**config.mk**
```make
export PLATFORM = sky130hd
export DESIGN_NAME = rps_radio_power_seq
export DESIGN_NICKNAME = d
export VERILOG_FILES = /design/src/rps_pkg.sv /design/src/rps_us_timer.sv /design/src/rps_radio_power_seq.sv
export SDC_FILE = /design/constraint.sdc
export NUM_CORES = 1
export LEC_CHECK = 0
export ABC_AREA = 1
export ABC_CLOCK_PERIOD_IN_PS = 4850
export BUFFER_PORTS_ARGS = -buffer_cell sky130_fd_sc_hd__buf_4
export CAP_MARGIN = 20
export CELL_PAD_IN_SITES_DETAIL_PLACEMENT = 1
export CELL_PAD_IN_SITES_GLOBAL_PLACEMENT = 1
export CORE_UTILIZATION = 43
export DETAILED_ROUTE_END_ITERATION = 7
export GPL_TIMING_DRIVEN = 0
export PLACE_DENSITY_LB_ADDON = 0.1
export SLEW_MARGIN = 25
export SYNTH_ARGS = -nofsm -noshare
export SYNTH_HDL_FRONTEND = slang
export SYNTH_SLANG_ARGS = --single-unit
```
**constraint.sdc**
```tcl
create_clock -name clk -period 4.85 [get_ports clk]
set_input_delay 0.485 -clock clk [delete_from_list [all_inputs] [get_ports clk]]
set_output_delay 0.485 -clock clk [all_outputs]
set_load 0.005 [all_outputs]
```
**src/rps_pkg.sv**
```systemverilog
// Purpose: Shared constants and types for the radio power sequencer.
// Assumes: 40 MHz system clock; registers reached over AXI4-Lite.
// Notes: Register indices are kept as printed; byte address is four times the index.
package rps_pkg;

    // Register indices and address width.
    localparam logic [15:0] IDX_PWR    = 16'hDF17;
    localparam logic [15:0] IDX_TIM_H  = 16'hDF20;
    localparam logic [15:0] IDX_TIM_L  = 16'hDF21;
    localparam logic [15:0] IDX_MASK_H = 16'hDF22;
    localparam logic [15:0] IDX_MASK_L = 16'hDF23;
    localparam int          ADDR_BITS  = 18;

    // Field positions.
    localparam int PWR_FLAG_BIT = 4;
    localparam int PWR_OFF_BIT  = 3;
    localparam int PWR_CODE_LSB = 0;
    localparam int RXD_LSB      = 5;
    localparam int SWL_LSB      = 2;
    localparam int AMPH_LSB     = 0;
    localparam int AMPL_LSB     = 6;
    localparam int SWG_LSB      = 3;
    localparam int AMPG_LSB     = 0;
    localparam int MH_VGARST    = 7;
    localparam int MH_BIAS      = 6;
    localparam int MH_BALUN     = 5;
    localparam int MH_RXTX      = 4;
    localparam int MH_PRE       = 3;
    localparam int MH_PAN       = 2;
    localparam int MH_PAP       = 1;
    localparam int MH_DAC       = 0;
    localparam int ML_CAL       = 6;
    localparam int ML_CHP       = 5;
    localparam int ML_FS        = 4;
    localparam int ML_ADC       = 3;
    localparam int ML_VGA       = 2;
    localparam int ML_BPF       = 1;
    localparam int ML_LNA       = 0;

    // Reset values.
    localparam logic       RST_OFF    = 1'b1;
    localparam logic       RST_FLAG   = 1'b1;
    localparam logic [2:0] RST_CODE   = 3'h4;
    localparam logic [7:0] RST_TIM_H  = 8'h7A;
    localparam logic [7:0] RST_TIM_L  = 8'h94;
    localparam logic [7:0] RST_MASK_H = 8'hFF;
    localparam logic [6:0] RST_MASK_L = 7'h7F;

    // Timing.
    localparam int          CLK_PERIOD_PS    = 25000;
    localparam int          US_PS            = 1000000;
    localparam int          CYC_PER_US       = US_PS / CLK_PERIOD_PS;
    localparam logic [11:0] RX_STEP_US       = 12'h005;
    localparam logic [11:0] CAL_HALF_SYMBOLS = 12'h00D;
    localparam int          CNT_W            = 12;

    // AXI responses.
    localparam logic [1:0] RESP_OKAY   = 2'h0;
    localparam logic [1:0] RESP_SLVERR = 2'h2;

    // Sequencer states, Gray coded along the usual path.
    typedef enum logic [2:0] {
        SQ_IDLE     = 3'h0,
        SQ_RX_CAL   = 3'h1,
        SQ_RX_CHAIN = 3'h3,
        SQ_RX_ON    = 3'h2,
        SQ_TX_LEAD  = 3'h6,
        SQ_TX_ON    = 3'h7,
        SQ_TX_LAG   = 3'h5
    } rps_state_t;

    // Regulator power-on delay in microseconds for each code.
    function automatic logic [11:0] reg_delay_us(input logic [2:0] code);
        case (code)
            3'h0:    reg_delay_us = 12'h000;
            3'h1:    reg_delay_us = 12'h01F;
            3'h2:    reg_delay_us = 12'h03F;
            3'h3:    reg_delay_us = 12'h07D;
            3'h4:    reg_delay_us = 12'h0FA;
            3'h5:    reg_delay_us = 12'h1F4;
            3'h6:    reg_delay_us = 12'h3E8;
            default: reg_delay_us = 12'h7D0;
        endcase
    endfunction

endpackage

```
**src/rps_us_timer.sv**
```systemverilog
// Purpose: Microsecond tick and elapsed-microsecond counter with restart.
// Assumes: Restart is a one-cycle pulse or a level held while idle.
// Notes: The count saturates so long waits never wrap into a false match.
`timescale 1ns/1ps
module rps_us_timer
    import rps_pkg::*;
#(
    parameter int CYCLES = CYC_PER_US
) (
    // Clock and reset.
    input  wire logic             clk,
    input  wire logic             rst,
    // Control.
    input  wire logic             restart,
    // Elapsed time.
    output logic [CNT_W-1:0]      us_count
);
    localparam logic [7:0] LAST = 8'(CYCLES - 1);

    logic [7:0] pre_ff;

    initial begin
        if (CYCLES < 1 || CYCLES > 256) begin
            $error("rps_us_timer: CYCLES out of range");
        end
    end

    always_ff @(posedge clk or posedge rst) begin
        if (rst) begin
            pre_ff <= 8'h00;
        end else if (restart || pre_ff == LAST) begin
            pre_ff <= 8'h00;
        end else begin
            pre_ff <= pre_ff + 8'h01;
        end
    end

    always_ff @(posedge clk or posedge rst) begin
        if (rst) begin
            us_count <= '0;
        end else if (restart) begin
            us_count <= '0;
        end else if (pre_ff == LAST && us_count != '1) begin
            us_count <= us_count + 12'h001;
        end
    end

endmodule

```
**src/rps_radio_power_seq.sv**
```systemverilog
// Purpose: Regulator power-on delay, RX/TX lead and lag sequencing, manual masks.
// Assumes: rx_request and tx_request are levels, tx_last_chip a one-cycle pulse.
// Notes: Each analog line is registered; the AXI slave holds one write and one read.
// Notes on behaviour
// - Regulator off bit drives regulator power-down.
// - Read-only flag follows off bit after delay.
// - Flag at zero forces all analog power-down.
// - Three-bit code selects regulator power-on delay.
// - Demod and AGC wait after RX chain.
// - RX chain powers up together with filter calibration.
// - Switch rises programmed microseconds before transmit.
// - Amplifier powers up programmed lead before transmit.
// - Switch drops programmed time after last chip.
// - Amplifier and modulator stop after programmed lag.
// - Both amplifier paths off kills up-mixers.
// - Select picks LO or amplifier buffers.
// - Output-switch bias control feeds amplifier bias.
// - Active-low peak detector reset with mask.
// - Separate power-down line per analog block.
// - Reserved register bits read as zero.
`timescale 1ns/1ps
module rps_radio_power_seq
    import rps_pkg::*;
#(
    parameter int ADDR_W    = ADDR_BITS,
    parameter int SYMBOL_US = 16
) (
    // Clock and reset.
    input  wire logic              clk,
    input  wire logic              rst,
    // AXI4-Lite write address and data.
    input  wire logic [ADDR_W-1:0] s_axi_awaddr,
    input  wire logic              s_axi_awvalid,
    output logic                   s_axi_awready,
    input  wire logic [31:0]       s_axi_wdata,
    input  wire logic [3:0]        s_axi_wstrb,
    input  wire logic              s_axi_wvalid,
    output logic                   s_axi_wready,
    // AXI4-Lite write response.
    output logic [1:0]             s_axi_bresp,
    output logic                   s_axi_bvalid,
    input  wire logic              s_axi_bready,
    // AXI4-Lite read.
    input  wire logic [ADDR_W-1:0] s_axi_araddr,
    input  wire logic              s_axi_arvalid,
    output logic                   s_axi_arready,
    output logic [31:0]            s_axi_rdata,
    output logic [1:0]             s_axi_rresp,
    output logic                   s_axi_rvalid,
    input  wire logic              s_axi_rready,
    // Radio core requests.
    input  wire logic              rx_request,
    input  wire logic              tx_request,
    input  wire logic              tx_last_chip,
    // Regulator.
    output logic                   regulator_off,
    output logic                   delayed_radio_off_flag,
    // Sequencing strobes.
    output logic                   tx_enable,
    output logic                   modulator_enable,
    output logic                   demod_enable,
    output logic                   agc_enable,
    output logic                   rx_tx_switch_on,
    // Analog control lines.
    output logic                   gain_amp_reset_n,
    output logic                   global_bias_off,
    output logic                   output_switch_bias_ctl,
    output logic                   rxtx_select,
    output logic                   prescaler_off,
    output logic                   amp_neg_off,
    output logic                   amp_pos_off,
    output logic                   tx_converter_off,
    output logic                   up_mixer_off,
    output logic                   filter_cal_osc_off,
    output logic                   charge_pump_off,
    output logic                   synth_off,
    output logic                   rx_converter_off,
    output logic                   gain_amp_off,
    output logic                   bandpass_filter_off,
    output logic                   front_end_off
);
    initial begin
        if (ADDR_W < ADDR_BITS || ADDR_W > 32 || SYMBOL_US < 1 || SYMBOL_US > 256) begin
            $error("rps_radio_power_seq: parameter out of range");
        end
    end

    // Register selector shared by read and write decode.
    function automatic logic [2:0] reg_sel(input logic [ADDR_W-1:0] addr);
        if (addr[1:0] != 2'h0 || addr[ADDR_W-1:2] > (ADDR_W-2)'(IDX_MASK_L)) begin
            reg_sel = 3'h0;
        end else begin
            case (addr[17:2])
                IDX_PWR:    reg_sel = 3'h1;
                IDX_TIM_H:  reg_sel = 3'h2;
                IDX_TIM_L:  reg_sel = 3'h3;
                IDX_MASK_H: reg_sel = 3'h4;
                IDX_MASK_L: reg_sel = 3'h5;
                default:    reg_sel = 3'h0;
            endcase
        end
    endfunction

    localparam logic [11:0] CAL_US = 12'((CAL_HALF_SYMBOLS * SYMBOL_US) / 2);

    // Software registers.
    logic              off_ff, flag_ff;
    logic [2:0]        code_ff;
    logic [7:0]        tim_h_ff, tim_l_ff, mask_h_ff;
    logic [6:0]        mask_l_ff;
    // Bus state.
    logic              aw_held_ff, w_held_ff, wlane_ff, do_write;
    logic [ADDR_W-1:0] awaddr_ff;
    logic [7:0]        wbyte_ff, rd_byte;
    logic [2:0]        wsel;
    // Sequencer.
    rps_state_t        state_ff, nxt_state;
    logic [CNT_W-1:0]  seq_us, reg_us;
    logic              seq_restart, reg_restart;
    logic [11:0]       rx_wait_us, sw_lead, amp_lead, lead_us, sw_lag, amp_lag, lag_us;
    logic              a_switch, a_amp, a_tx, a_rx_blocks, a_rx_on, a_synth, a_cal;

    // AXI write channel.
    assign s_axi_awready = !aw_held_ff && !s_axi_bvalid;
    assign s_axi_wready  = !w_held_ff && !s_axi_bvalid;
    assign do_write      = aw_held_ff && w_held_ff && !s_axi_bvalid;
    assign wsel          = reg_sel(awaddr_ff);

    always_ff @(posedge clk or posedge rst) begin
        if (rst) begin
            aw_held_ff <= 1'b0;
            awaddr_ff  <= '0;
        end else if (s_axi_awvalid && s_axi_awready) begin
            aw_held_ff <= 1'b1;
            awaddr_ff  <= s_axi_awaddr;
        end else if (do_write) begin
            aw_held_ff <= 1'b0;
        end
    end

    always_ff @(posedge clk or posedge rst) begin
        if (rst) begin
            w_held_ff <= 1'b0;
            wbyte_ff  <= 8'h00;
            wlane_ff  <= 1'b0;
        end else if (s_axi_wvalid && s_axi_wready) begin
            w_held_ff <= 1'b1;
            wbyte_ff  <= s_axi_wdata[7:0];
            wlane_ff  <= s_axi_wstrb[0];
        end else if (do_write) begin
            w_held_ff <= 1'b0;
        end
    end

    always_ff @(posedge clk or posedge rst) begin
        if (rst) begin
            s_axi_bvalid <= 1'b0;
            s_axi_bresp  <= RESP_OKAY;
        end else if (do_write) begin
            s_axi_bvalid <= 1'b1;
            s_axi_bresp  <= (wsel == 3'h0) ? RESP_SLVERR : RESP_OKAY;
        end else if (s_axi_bready) begin
            s_axi_bvalid <= 1'b0;
        end
    end

    // Register writes; a missing low byte strobe leaves the register untouched.
    always_ff @(posedge clk or posedge rst) begin
        if (rst) begin
            off_ff    <= RST_OFF;
            code_ff   <= RST_CODE;
            tim_h_ff  <= RST_TIM_H;
            tim_l_ff  <= RST_TIM_L;
            mask_h_ff <= RST_MASK_H;
            mask_l_ff <= RST_MASK_L;
        end else if (do_write && wlane_ff) begin
            case (wsel)
                3'h1: begin
                    off_ff  <= wbyte_ff[PWR_OFF_BIT];
                    code_ff <= wbyte_ff[PWR_CODE_LSB +: 3];
                end
                3'h2:    tim_h_ff  <= wbyte_ff;
                3'h3:    tim_l_ff  <= wbyte_ff;
                3'h4:    mask_h_ff <= wbyte_ff;
                3'h5:    mask_l_ff <= wbyte_ff[6:0];
                default: ;
            endcase
        end
    end

    // AXI read channel.
    assign s_axi_arready = !s_axi_rvalid;

    always_comb begin
        case (reg_sel(s_axi_araddr))
            3'h1:    rd_byte = {3'h0, flag_ff, off_ff, code_ff};
            3'h2:    rd_byte = tim_h_ff;
            3'h3:    rd_byte = tim_l_ff;
            3'h4:    rd_byte = mask_h_ff;
            3'h5:    rd_byte = {1'b0, mask_l_ff};
            default: rd_byte = 8'h00;
        endcase
    end

    always_ff @(posedge clk or posedge rst) begin
        if (rst) begin
            s_axi_rvalid <= 1'b0;
            s_axi_rdata  <= 32'h0000_0000;
            s_axi_rresp  <= RESP_OKAY;
        end else if (s_axi_arvalid && s_axi_arready) begin
            s_axi_rvalid <= 1'b1;
            s_axi_rdata  <= {24'h00_0000, rd_byte};
            s_axi_rresp  <= (reg_sel(s_axi_araddr) == 3'h0) ? RESP_SLVERR : RESP_OKAY;
        end else if (s_axi_rready) begin
            s_axi_rvalid <= 1'b0;
        end
    end

    // Regulator delay: the wait restarts whenever the off bit and the flag agree.
    assign reg_restart = (off_ff == flag_ff);

    rps_us_timer u_reg_timer (.clk(clk), .rst(rst), .restart(reg_restart), .us_count(reg_us));

    always_ff @(posedge clk or posedge rst) begin
        if (rst) begin
            flag_ff <= RST_FLAG;
        end else if (!reg_restart && reg_us >= reg_delay_us(code_ff)) begin
            flag_ff <= off_ff;
        end
    end

    // Timing fields in microseconds.
    assign rx_wait_us = 12'(tim_h_ff[RXD_LSB +: 3] * RX_STEP_US);
    assign sw_lead    = {9'h000, tim_h_ff[SWL_LSB +: 3]};
    assign amp_lead   = {8'h00, tim_h_ff[AMPH_LSB +: 2], tim_l_ff[AMPL_LSB +: 2]};
    assign sw_lag     = {9'h000, tim_l_ff[SWG_LSB +: 3]};
    assign amp_lag    = {9'h000, tim_l_ff[AMPG_LSB +: 3]};
    assign lead_us    = (sw_lead > amp_lead) ? sw_lead : amp_lead;
    assign lag_us     = (sw_lag > amp_lag) ? sw_lag : amp_lag;

    // Sequencer: a new event restarts the shared microsecond count.
    always_comb begin
        nxt_state = state_ff;
        case (state_ff)
            SQ_IDLE: begin
                if (tx_request) begin
                    nxt_state = SQ_TX_LEAD;
                end else if (rx_request) begin
                    nxt_state = SQ_RX_CAL;
                end
            end
            SQ_RX_CAL, SQ_RX_CHAIN, SQ_RX_ON: begin
                if (tx_request) begin
                    nxt_state = SQ_TX_LEAD;
                end else if (!rx_request) begin
                    nxt_state = SQ_IDLE;
                end else if (state_ff == SQ_RX_CAL && seq_us >= CAL_US) begin
                    nxt_state = SQ_RX_CHAIN;
                end else if (state_ff == SQ_RX_CHAIN && seq_us >= rx_wait_us) begin
                    nxt_state = SQ_RX_ON;
                end
            end
            SQ_TX_LEAD: begin
                if (seq_us >= lead_us) begin
                    nxt_state = SQ_TX_ON;
                end
            end
            SQ_TX_ON: begin
                if (tx_last_chip) begin
                    nxt_state = SQ_TX_LAG;
                end
            end
            SQ_TX_LAG: begin
                if (seq_us >= lag_us) begin
                    nxt_state = SQ_IDLE;
                end
            end
            default: nxt_state = SQ_IDLE;
        endcase
    end

    always_ff @(posedge clk or posedge rst) begin
        if (rst) begin
            state_ff <= SQ_IDLE;
        end else begin
            state_ff <= nxt_state;
        end
    end

    assign seq_restart = (nxt_state != state_ff);

    rps_us_timer u_seq_timer (.clk(clk), .rst(rst), .restart(seq_restart), .us_count(seq_us));

    // Automatic values of each line before masking.
    always_comb begin
        a_switch = 1'b0;
        a_amp    = 1'b0;
        a_tx     = 1'b0;
        case (state_ff)
            SQ_TX_LEAD: begin
                a_switch = seq_us >= (lead_us - sw_lead);
                a_amp    = seq_us >= (lead_us - amp_lead);
            end
            SQ_TX_ON: begin
                a_switch = 1'b1;
                a_amp    = 1'b1;
                a_tx     = 1'b1;
            end
            SQ_TX_LAG: begin
                a_switch = seq_us < sw_lag;
                a_amp    = seq_us < amp_lag;
            end
            default: ;
        endcase
    end

    assign a_rx_blocks = (state_ff == SQ_RX_CAL) || (state_ff == SQ_RX_CHAIN) || (state_ff == SQ_RX_ON);
    assign a_rx_on     = (state_ff == SQ_RX_ON);
    assign a_cal       = (state_ff == SQ_RX_CAL);
    assign a_synth     = (state_ff != SQ_IDLE);

    // Registered outputs: strobes unmasked, other lines gated by their mask; only power-down lines are forced off by the flag.
    always_ff @(posedge clk or posedge rst) begin
        if (rst) begin
            {tx_enable, modulator_enable, demod_enable, agc_enable, rx_tx_switch_on} <= '0;
            {gain_amp_reset_n, output_switch_bias_ctl, rxtx_select} <= '0;
            {global_bias_off, prescaler_off, amp_neg_off, amp_pos_off, tx_converter_off} <= '1;
            {up_mixer_off, filter_cal_osc_off, charge_pump_off, synth_off, rx_converter_off} <= '1;
            {gain_amp_off, bandpass_filter_off, front_end_off} <= '1;
        end else begin
            tx_enable <= a_tx;
            modulator_enable <= a_amp;
            demod_enable <= a_rx_on;
            agc_enable <= a_rx_on;
            rx_tx_switch_on <= a_switch;
            gain_amp_reset_n <= a_rx_on & mask_h_ff[MH_VGARST];
            global_bias_off <= !flag_ff | (!a_synth & mask_h_ff[MH_BIAS]);
            output_switch_bias_ctl <= a_switch & mask_h_ff[MH_BALUN];
            rxtx_select <= a_switch & mask_h_ff[MH_RXTX];
            prescaler_off <= !flag_ff | (!a_synth & mask_h_ff[MH_PRE]);
            amp_neg_off <= !flag_ff | (!a_amp & mask_h_ff[MH_PAN]);
            amp_pos_off <= !flag_ff | (!a_amp & mask_h_ff[MH_PAP]);
            up_mixer_off <= !flag_ff | (!a_amp & mask_h_ff[MH_PAN] & mask_h_ff[MH_PAP]);
            tx_converter_off <= !flag_ff | (!a_amp & mask_h_ff[MH_DAC]);
            filter_cal_osc_off <= !flag_ff | (!a_cal & mask_l_ff[ML_CAL]);
            charge_pump_off <= !flag_ff | (!a_synth & mask_l_ff[ML_CHP]);
            synth_off <= !flag_ff | (!a_synth & mask_l_ff[ML_FS]);
            rx_converter_off <= !flag_ff | (!a_rx_blocks & mask_l_ff[ML_ADC]);
            gain_amp_off <= !flag_ff | (!a_rx_blocks & mask_l_ff[ML_VGA]);
            bandpass_filter_off <= !flag_ff | (!a_rx_blocks & mask_l_ff[ML_BPF]);
            front_end_off <= !flag_ff | (!a_rx_blocks & mask_l_ff[ML_LNA]);
        end
    end

    assign regulator_off          = off_ff;
    assign delayed_radio_off_flag = flag_ff;

endmodule

```
# Yosys cells after proc, flatten, opt, wreduce, memory -nomap -nowiden
# Index checks and enable logic that the tools add are counted.
[totals] register_bits=142 inputBits=82 out_inout_bits=64
[classes] n_addsub=6 mul=1 magnitude_cmp=13 n_eq_ne=38 muxes=37 n_bitwise=29 n_reduce_logical=48
[op_table] cell="16-bit equality test, second input constant" count=10
[op_table] cell="11-bit one-hot mux with 7 select lines" count=1
[op_table] cell="12-bit 2-to-1 mux" count=4
[op_table] cell="3-bit one-hot mux with 5 select lines" count=3
[op_table] cell="8-bit one-hot mux with 5 select lines" count=1
[op_table] cell="3-bit 2-to-1 mux" count=13
[op_table] cell="12-bit greater-or-equal comparator" count=3
[op_table] cell="16-bit > comparator, second input constant" count=2
[op_table] cell="3-bit equality test, second input constant" count=10
[op_table] cell="12-bit by 1-bit adder with 12-bit output, second input constant" count=2
[op_table] cell="3-bit by 2-bit equality test with 1-bit output, second input constant" count=8
[op_table] cell="12-bit by 3-bit < comparator with 1-bit output" count=2
[op_table] cell="12-bit inequality test, second input constant" count=2
[op_table] cell="8-bit by 1-bit adder with 8-bit output, second input constant" count=2
[op_table] cell="1-bit AND" count=16
[op_table] cell="8-bit by 6-bit equality test with 1-bit output, second input constant" count=2
[op_table] cell="8-bit 2-to-1 mux" count=2
[op_table] cell="2-bit nonzero test" count=8
[op_table] cell="1-bit logical AND" count=13
[op_table] cell="1-bit bitwise OR" count=13
[op_table] cell="3-bit by 1-bit equality test with 1-bit output, second input constant" count=4
[op_table] cell="12-bit by 3-bit greater-or-equal comparator with 1-bit output" count=1
[op_table] cell="12-bit by 4-bit greater-or-equal comparator with 1-bit output" count=1
[op_table] cell="12-bit by 6-bit greater-or-equal comparator with 1-bit output" count=1
[op_table] cell="other kinds (18)" count=48

# Logic depth before layout (Yosys ltp)
[logic_depth] ltp_word=11 mapped_depth=23

# Hierarchy
# Synthesis repeated with hierarchy kept, for this count alone.
[unflattened] hier_cells=1174 hier_area_um2=9359.0
[modules_own_cells] mod="rps_radio_power_seq" instances=1 cells_each=842 area_per_inst_um2=6844.1 seq_area_each_um2=2551.2
[modules_own_cells] mod="rps_us_timer" instances=2 cells_each=166 area_per_inst_um2=1257.5 seq_area_each_um2=500.5

# Least setup slack after synthesis
# Ideal clock, no wire load.
[synth_path] path_kind="reg2reg" from="register tim_l_ff[7]" to="register up_mixer_off" setup_time_ns=0.079 t_arrival_ns=4.006 required_time_ns=4.771 setup_slack_ns=0.765 path_stages_with_launch=20 n_path_buf=0 path_cell_list="dfstp_2 inv_1 ha_1 inv_1 o21bai_1 a21oi_1 a311o_1 o21ai_0 inv_1 ha_1 fa_1 o21bai_1 ha_1 a21oi_1 nor2_1 a211oi_1 nand3_1 o21ai_0 nand3_1 o21ai_0"
[synth_via] elab_chain_cells=9
[synth_rtl] element="from (decl)" line="rps_radio_power_seq.sv:109" source="logic [7:0] tim_h_ff, tim_l_ff, mask_h_ff;"
[synth_rtl] element="from (signal assigned)" line="rps_radio_power_seq.sv:183" source="3'h3: tim_l_ff <= wbyte_ff;"
[synth_rtl] element="3-bit by 4-bit > comparator with 1-bit output" line="rps_radio_power_seq.sv:238" source="assign lead_us = (sw_lead > amp_lead) ? sw_lead : amp_lead;"
[synth_rtl] element="4-bit 2-to-1 mux" line="rps_radio_power_seq.sv:238"
[synth_rtl] element="4-bit by 4-bit subtractor with 5-bit output (*)" line="rps_radio_power_seq.sv:302" source="a_amp = seq_us >= (lead_us - amp_lead);"
[synth_rtl] element="12-bit greater-or-equal comparator (*)" line="rps_radio_power_seq.sv:302"
[synth_rtl] element="1-bit one-hot mux with 3 select lines (*)" line="rps_radio_power_seq.sv:299" source="case (state_ff)"
[synth_rtl] element="1-bit logical NOT (*)" line="rps_radio_power_seq.sv:343" source="up_mixer_off <= !flag_ff | (!a_amp & mask_h_ff[MH_PAN] & mask_h_ff[MH_PAP]);"
[synth_rtl] element="1-bit AND (*) (2 in series)" line="rps_radio_power_seq.sv:343"
[synth_rtl] element="1-bit bitwise OR (*)" line="rps_radio_power_seq.sv:343"
[synth_rtl] element="to (signal assigned)" line="rps_radio_power_seq.sv:343"
[synth_rtl] element="to (decl)" line="rps_radio_power_seq.sv:73" source="output logic up_mixer_off,"
# Mark *: on every way between the ends. The rest lies on a longest branch, timed or not.
# A chain may end at the register's enable or synchronous reset.

# Final worst setup path
# Ends and elaborated chain as after synthesis.

==> summary.md <==
| Metric | Value |
|---|---|
| Result of the run | finished, final reports clean |
| Buffers inserted during post-CTS setup optimization | 0 |
| Post-detailed-routing wire length | 24.09 mm |
| Final global-route overflow total | 0 |
| RePlAce Congestion | 0.8683 |
| Register bit count reported by yosys | 140 |
| Via density per instance | 5.107 |
| Die outline area | 0.02114 mm^2 |
| Count of flip-flops with a built-in enable after synthesis | 0 |
| Compound-cell area share of the yosys netlist | 0.09721 |
| Port Buffer Count | 92 |
| Count of synthesis-stage warnings from yosys | 0 |
| Inserted Diodes | 0 |
| Sw frac | 0.3261 |
| Internal Pwr Total | 2435 uW |
| Start-to-end type of the worst setup path | reg -> reg |
| Max-slew violation count | 0 |
| Post-synthesis simple-gate area fraction | 0.2710 |
| Fraction of post-synthesis cell area in the top cell type by area | 0.2858 |
| Worst slew pin tran | 0.7875 ns |
| Switching pwr | 1178 uW |
| DRC | 0 |
| Biggest area consumer among synthesized cells | dfrtp_1 |
| Worst vdd rail ir drop | 0.2417 mV |
| Post-layout minimum cycle time | 4.510 ns |
| Largest cells by area after synthesis | dfrtp_1 (29%), dfstp_2 (12%), ha_1 (10%) |
| Standby leakage power | 0.005182 uW |
| Highest-delay cell along the critical path | dfstp_2 |
| Largest buffer count on any clock path | 2 |
| Type of destination of the critical path | flop |
| Worst hold margin | 0.1035 ns |
| Number of buffers inserted during clock tree synthesis | 17 |
| Post-synth design cell area | 0.008842 mm^2 |
| Biggest cell delay along the critical path | 0.58 ns |
| Part of the power in combinational logic | 0.219 |
| Proportion of layout cells with a drive suffix above 1 | 0.2308 |
| Die H | 145.4 um |
| GRT Overall Usage | 0.2391 |
| PwrDens | 340.3 mW/mm^2 |
| Number of distinct library cell variants in the gate-level netlist after synthesis | 53 |
| Largest family of logic cells by synthesized area | simple AND/OR/NAND/NOR gates |
| First drt pass iteration count | 4 |
| Cell type group with the largest total delay on the critical path | compound AO/OA/AOI/OAI gates |
| Share of the clock period used by the worst path | 0.9300 |
| Unrepaired setup endpoints after global routing | true |
| Final number of hold-violating endpoints | 0 |
| CTS tree | built |
| Global-route met1 utilization | 0.3307 |
| Clock tree sinks | 140 |
| Row cnt | 52 |
| Xor/xnor cell area share of the yosys netlist | 0.01486 |
| Crit-path max FO | 8 |
| Top flip-flop cell by instance count after synthesis | dfrtp_1 |
| Number of antenna violations at the first check in global routing | 0 |
| Number of levels the H-tree was split into | 4 |
| Kind of start point of the critical path | flop |
| Residual antenna-violating net count after detailed routing | 0 |
| Setup violations, final | 0 |
| Initial standard-cell utilization of the core | 0.4384 |
| Clock Skews | 0.01146 ns |
| Overall via count from detail_route | 7686 |
| 1st-iter DRT viols | 345 |
| Area of the core | 0.02017 mm^2 |
| Largest net degree at the start of global routing | 77 |
| Cells along the critical path | inv_1 > ha_1 > inv_1 > o21bai_1 > a21oi_1 > a311o_1 > o21ai_1 > inv_1 > ha_1 > fa_1 > o21bai_4 > ha_1 > a21oi_1 > nor2_1 > a211oi_1 > nand3_1 > o21ai_2 > nand3_1 > o21ai_0 |
| Maximum achievable frequency | 221.7 MHz |
| Global Route met2 Usage | 0.3913 |
| Clock transition at the registers of the reported paths | 0.06 ns |
| Seq/Total Area, Yosys | 0.4017 |
| CP Data Arrival Time | 4.85 ns |
| Die Span X | 145.4 um |
| Commonest non-fill, non-tap cell in the layout | nand2_1 |
| Critical path buffer and inverter count | 3 |
| Share of cell area taken by muxes after synthesis | 0.01910 |
| Mean routed wirelength per cell | 16.01 um |
| Clock latency on the worst-skew pair | 0.43 ns |
| Most congested layer reported by global routing | met2 |
| Number of global-route vias before repair | 7746 |
| Global-route wire length before repair | 40.01 mm |
| Detailed placer's ending HPWL | 18.68 mm |
| Commonest cells after routing, fill and taps aside | nand2_1 (230), inv_1 (131), nor2_1 (120) |
| I/O pin count | 146 |
| Average size of a mapped cell | 8.150 um^2 |
| Layout overhead on the synthesized area | 20.11% |
| # nets final | 1378 |
| Class of the worst hold path | in -> async |
| Worst rel slew slack | 0.4731 |
| Fraction of the mapped netlist area in adder cells | 0.1064 |
| Max-cap violation count | 0 |
| Synthesized netlist cell count | 1085 |
| Routing usage on met3 | 0.03542 |
| CTS root buf | clkbuf_16 |
| Async set or reset register ratio after synthesis | 1.000 |
| Req. time, crit path | 5.19 ns |
| Clock power share | 0.374 |
| Final TNS setup | 0 ns |
| Sequential share of power | 0.408 |
## flip-flops by register name, indices dropped and copies added (netlist names), 7 cells and up
name / count
awaddr_ff: 18
mask_h_ff: 8
mask_l_ff: 7
s_axi_rdata: 8
tim_h_ff: 8
tim_l_ff: 8
u_reg_timer.pre_ff: 8
u_reg_timer.us_count: 12
u_seq_timer.pre_ff: 8
u_seq_timer.us_count: 12
wbyte_ff: 8
## synthesized netlist by cell type (17+ instances only)
cell,instances
nand2_1,231
inv_1,132
nor2_1,120
dfrtp_1,101
ha_1,72
nand3_1,62
o21ai_0,60
a21oi_1,52
dfstp_2,39
nand4_1,30
buf_4,27
nor2_2,17
## cell families (layout without fill, tap and decap cells)
kind of cell | after synthesis | count (layout)
AOI/OAI and AO/OA | 147 | 147
xor gates and xnor gates | 15 | 15
adders and majority gates | 74 | 74
buffers and inverters | 176 | 301
DFF | 140 | 140
muxes | 15 | 15
other | 1 | 26
and+or+nand+nor | 517 | 517
## per-layer routing
metal  share of wire  vias to the layer above
li1                -                     3788
met1            0.46                     3716
met2            0.48                      153
met3           0.048                       29
met4           0.015                        0
met5               0                        -
## metrics by stage
step	cells	total power (uW)	util	instance area, um^2	worst slack (ns)
floorplan	1110	1977	-	8936	0.6767
global placement	1472	2253	0.4940	9965	-1.176
detailed placement	1473	2286	0.4958	10000	-0.3940
CTS	1505	3647	0.5256	10600	0.006601
global route	1505	3791	0.5266	10620	-0.002212
finish	1505	3614	0.5266	10620	0.3397
## power groups by stage
stage / Clock [uW] / Combinational [uW] / Sequential [uW]
2_1_floorplan: 0 / 538 / 1440
3_3_place_gp: 0 / 770 / 1480
3_5_place_dp: 0 / 795 / 1490
4_1_cts: 1370 / 803 / 1470
5_1_grt: 1410 / 886 / 1490
6_report: 1350 / 790 / 1470
## area by class of cell
cell class                 instances  area, um^2
fill                            2444        9549
multi-input combinational        794        4617
sequential                       140        3552
timing repair buffer              93       718.2
inverter                         135       516.7
clock buffer                      18       429.2
tap                              270       337.8
buffer                            41       280.3
clock inverter                    14       168.9
## repair_timing
item | 4_1_cts | 5_1_grt
resized for setup | 2 | 5
hold buffers | 0 | 0
setup endpoints to repair | 5 | 8
pin swaps | 0 | 0
## worst reg2reg max path, cell delays in order (launching register included)
cell,delay (ns)
dfstp_2,0.58
inv_1,0.13
ha_1,0.33
inv_1,0.06
o21bai_1,0.15
a21oi_1,0.09
a311o_1,0.34
o21ai_1,0.22
inv_1,0.10
ha_1,0.22
fa_1,0.48
o21bai_4,0.28
ha_1,0.31
a21oi_1,0.17
nor2_1,0.06
a211oi_1,0.17
nand3_1,0.15
o21ai_2,0.27
nand3_1,0.16
o21ai_0,0.17
## worst paths after layout
check | startpoint | end | slack (ns) | cells after the start
max | tim_l_ff[7] | up_mixer_off | 0.34 | 19
min | rst | u_seq_timer.us_count[2] | 0.10 | 2
max reg2reg | tim_l_ff[7] | up_mixer_off | 0.34 | 19
min reg2reg | u_reg_timer.pre_ff[0] | u_reg_timer.pre_ff[0] | 0.46 | 1
max in group asynchronous | rst | charge_pump_off | 3.96 | 3
min in group clk | s_axi_bready | s_axi_bvalid | 0.24 | 2
Note: power is estimated with default switching activity, not from simulation.
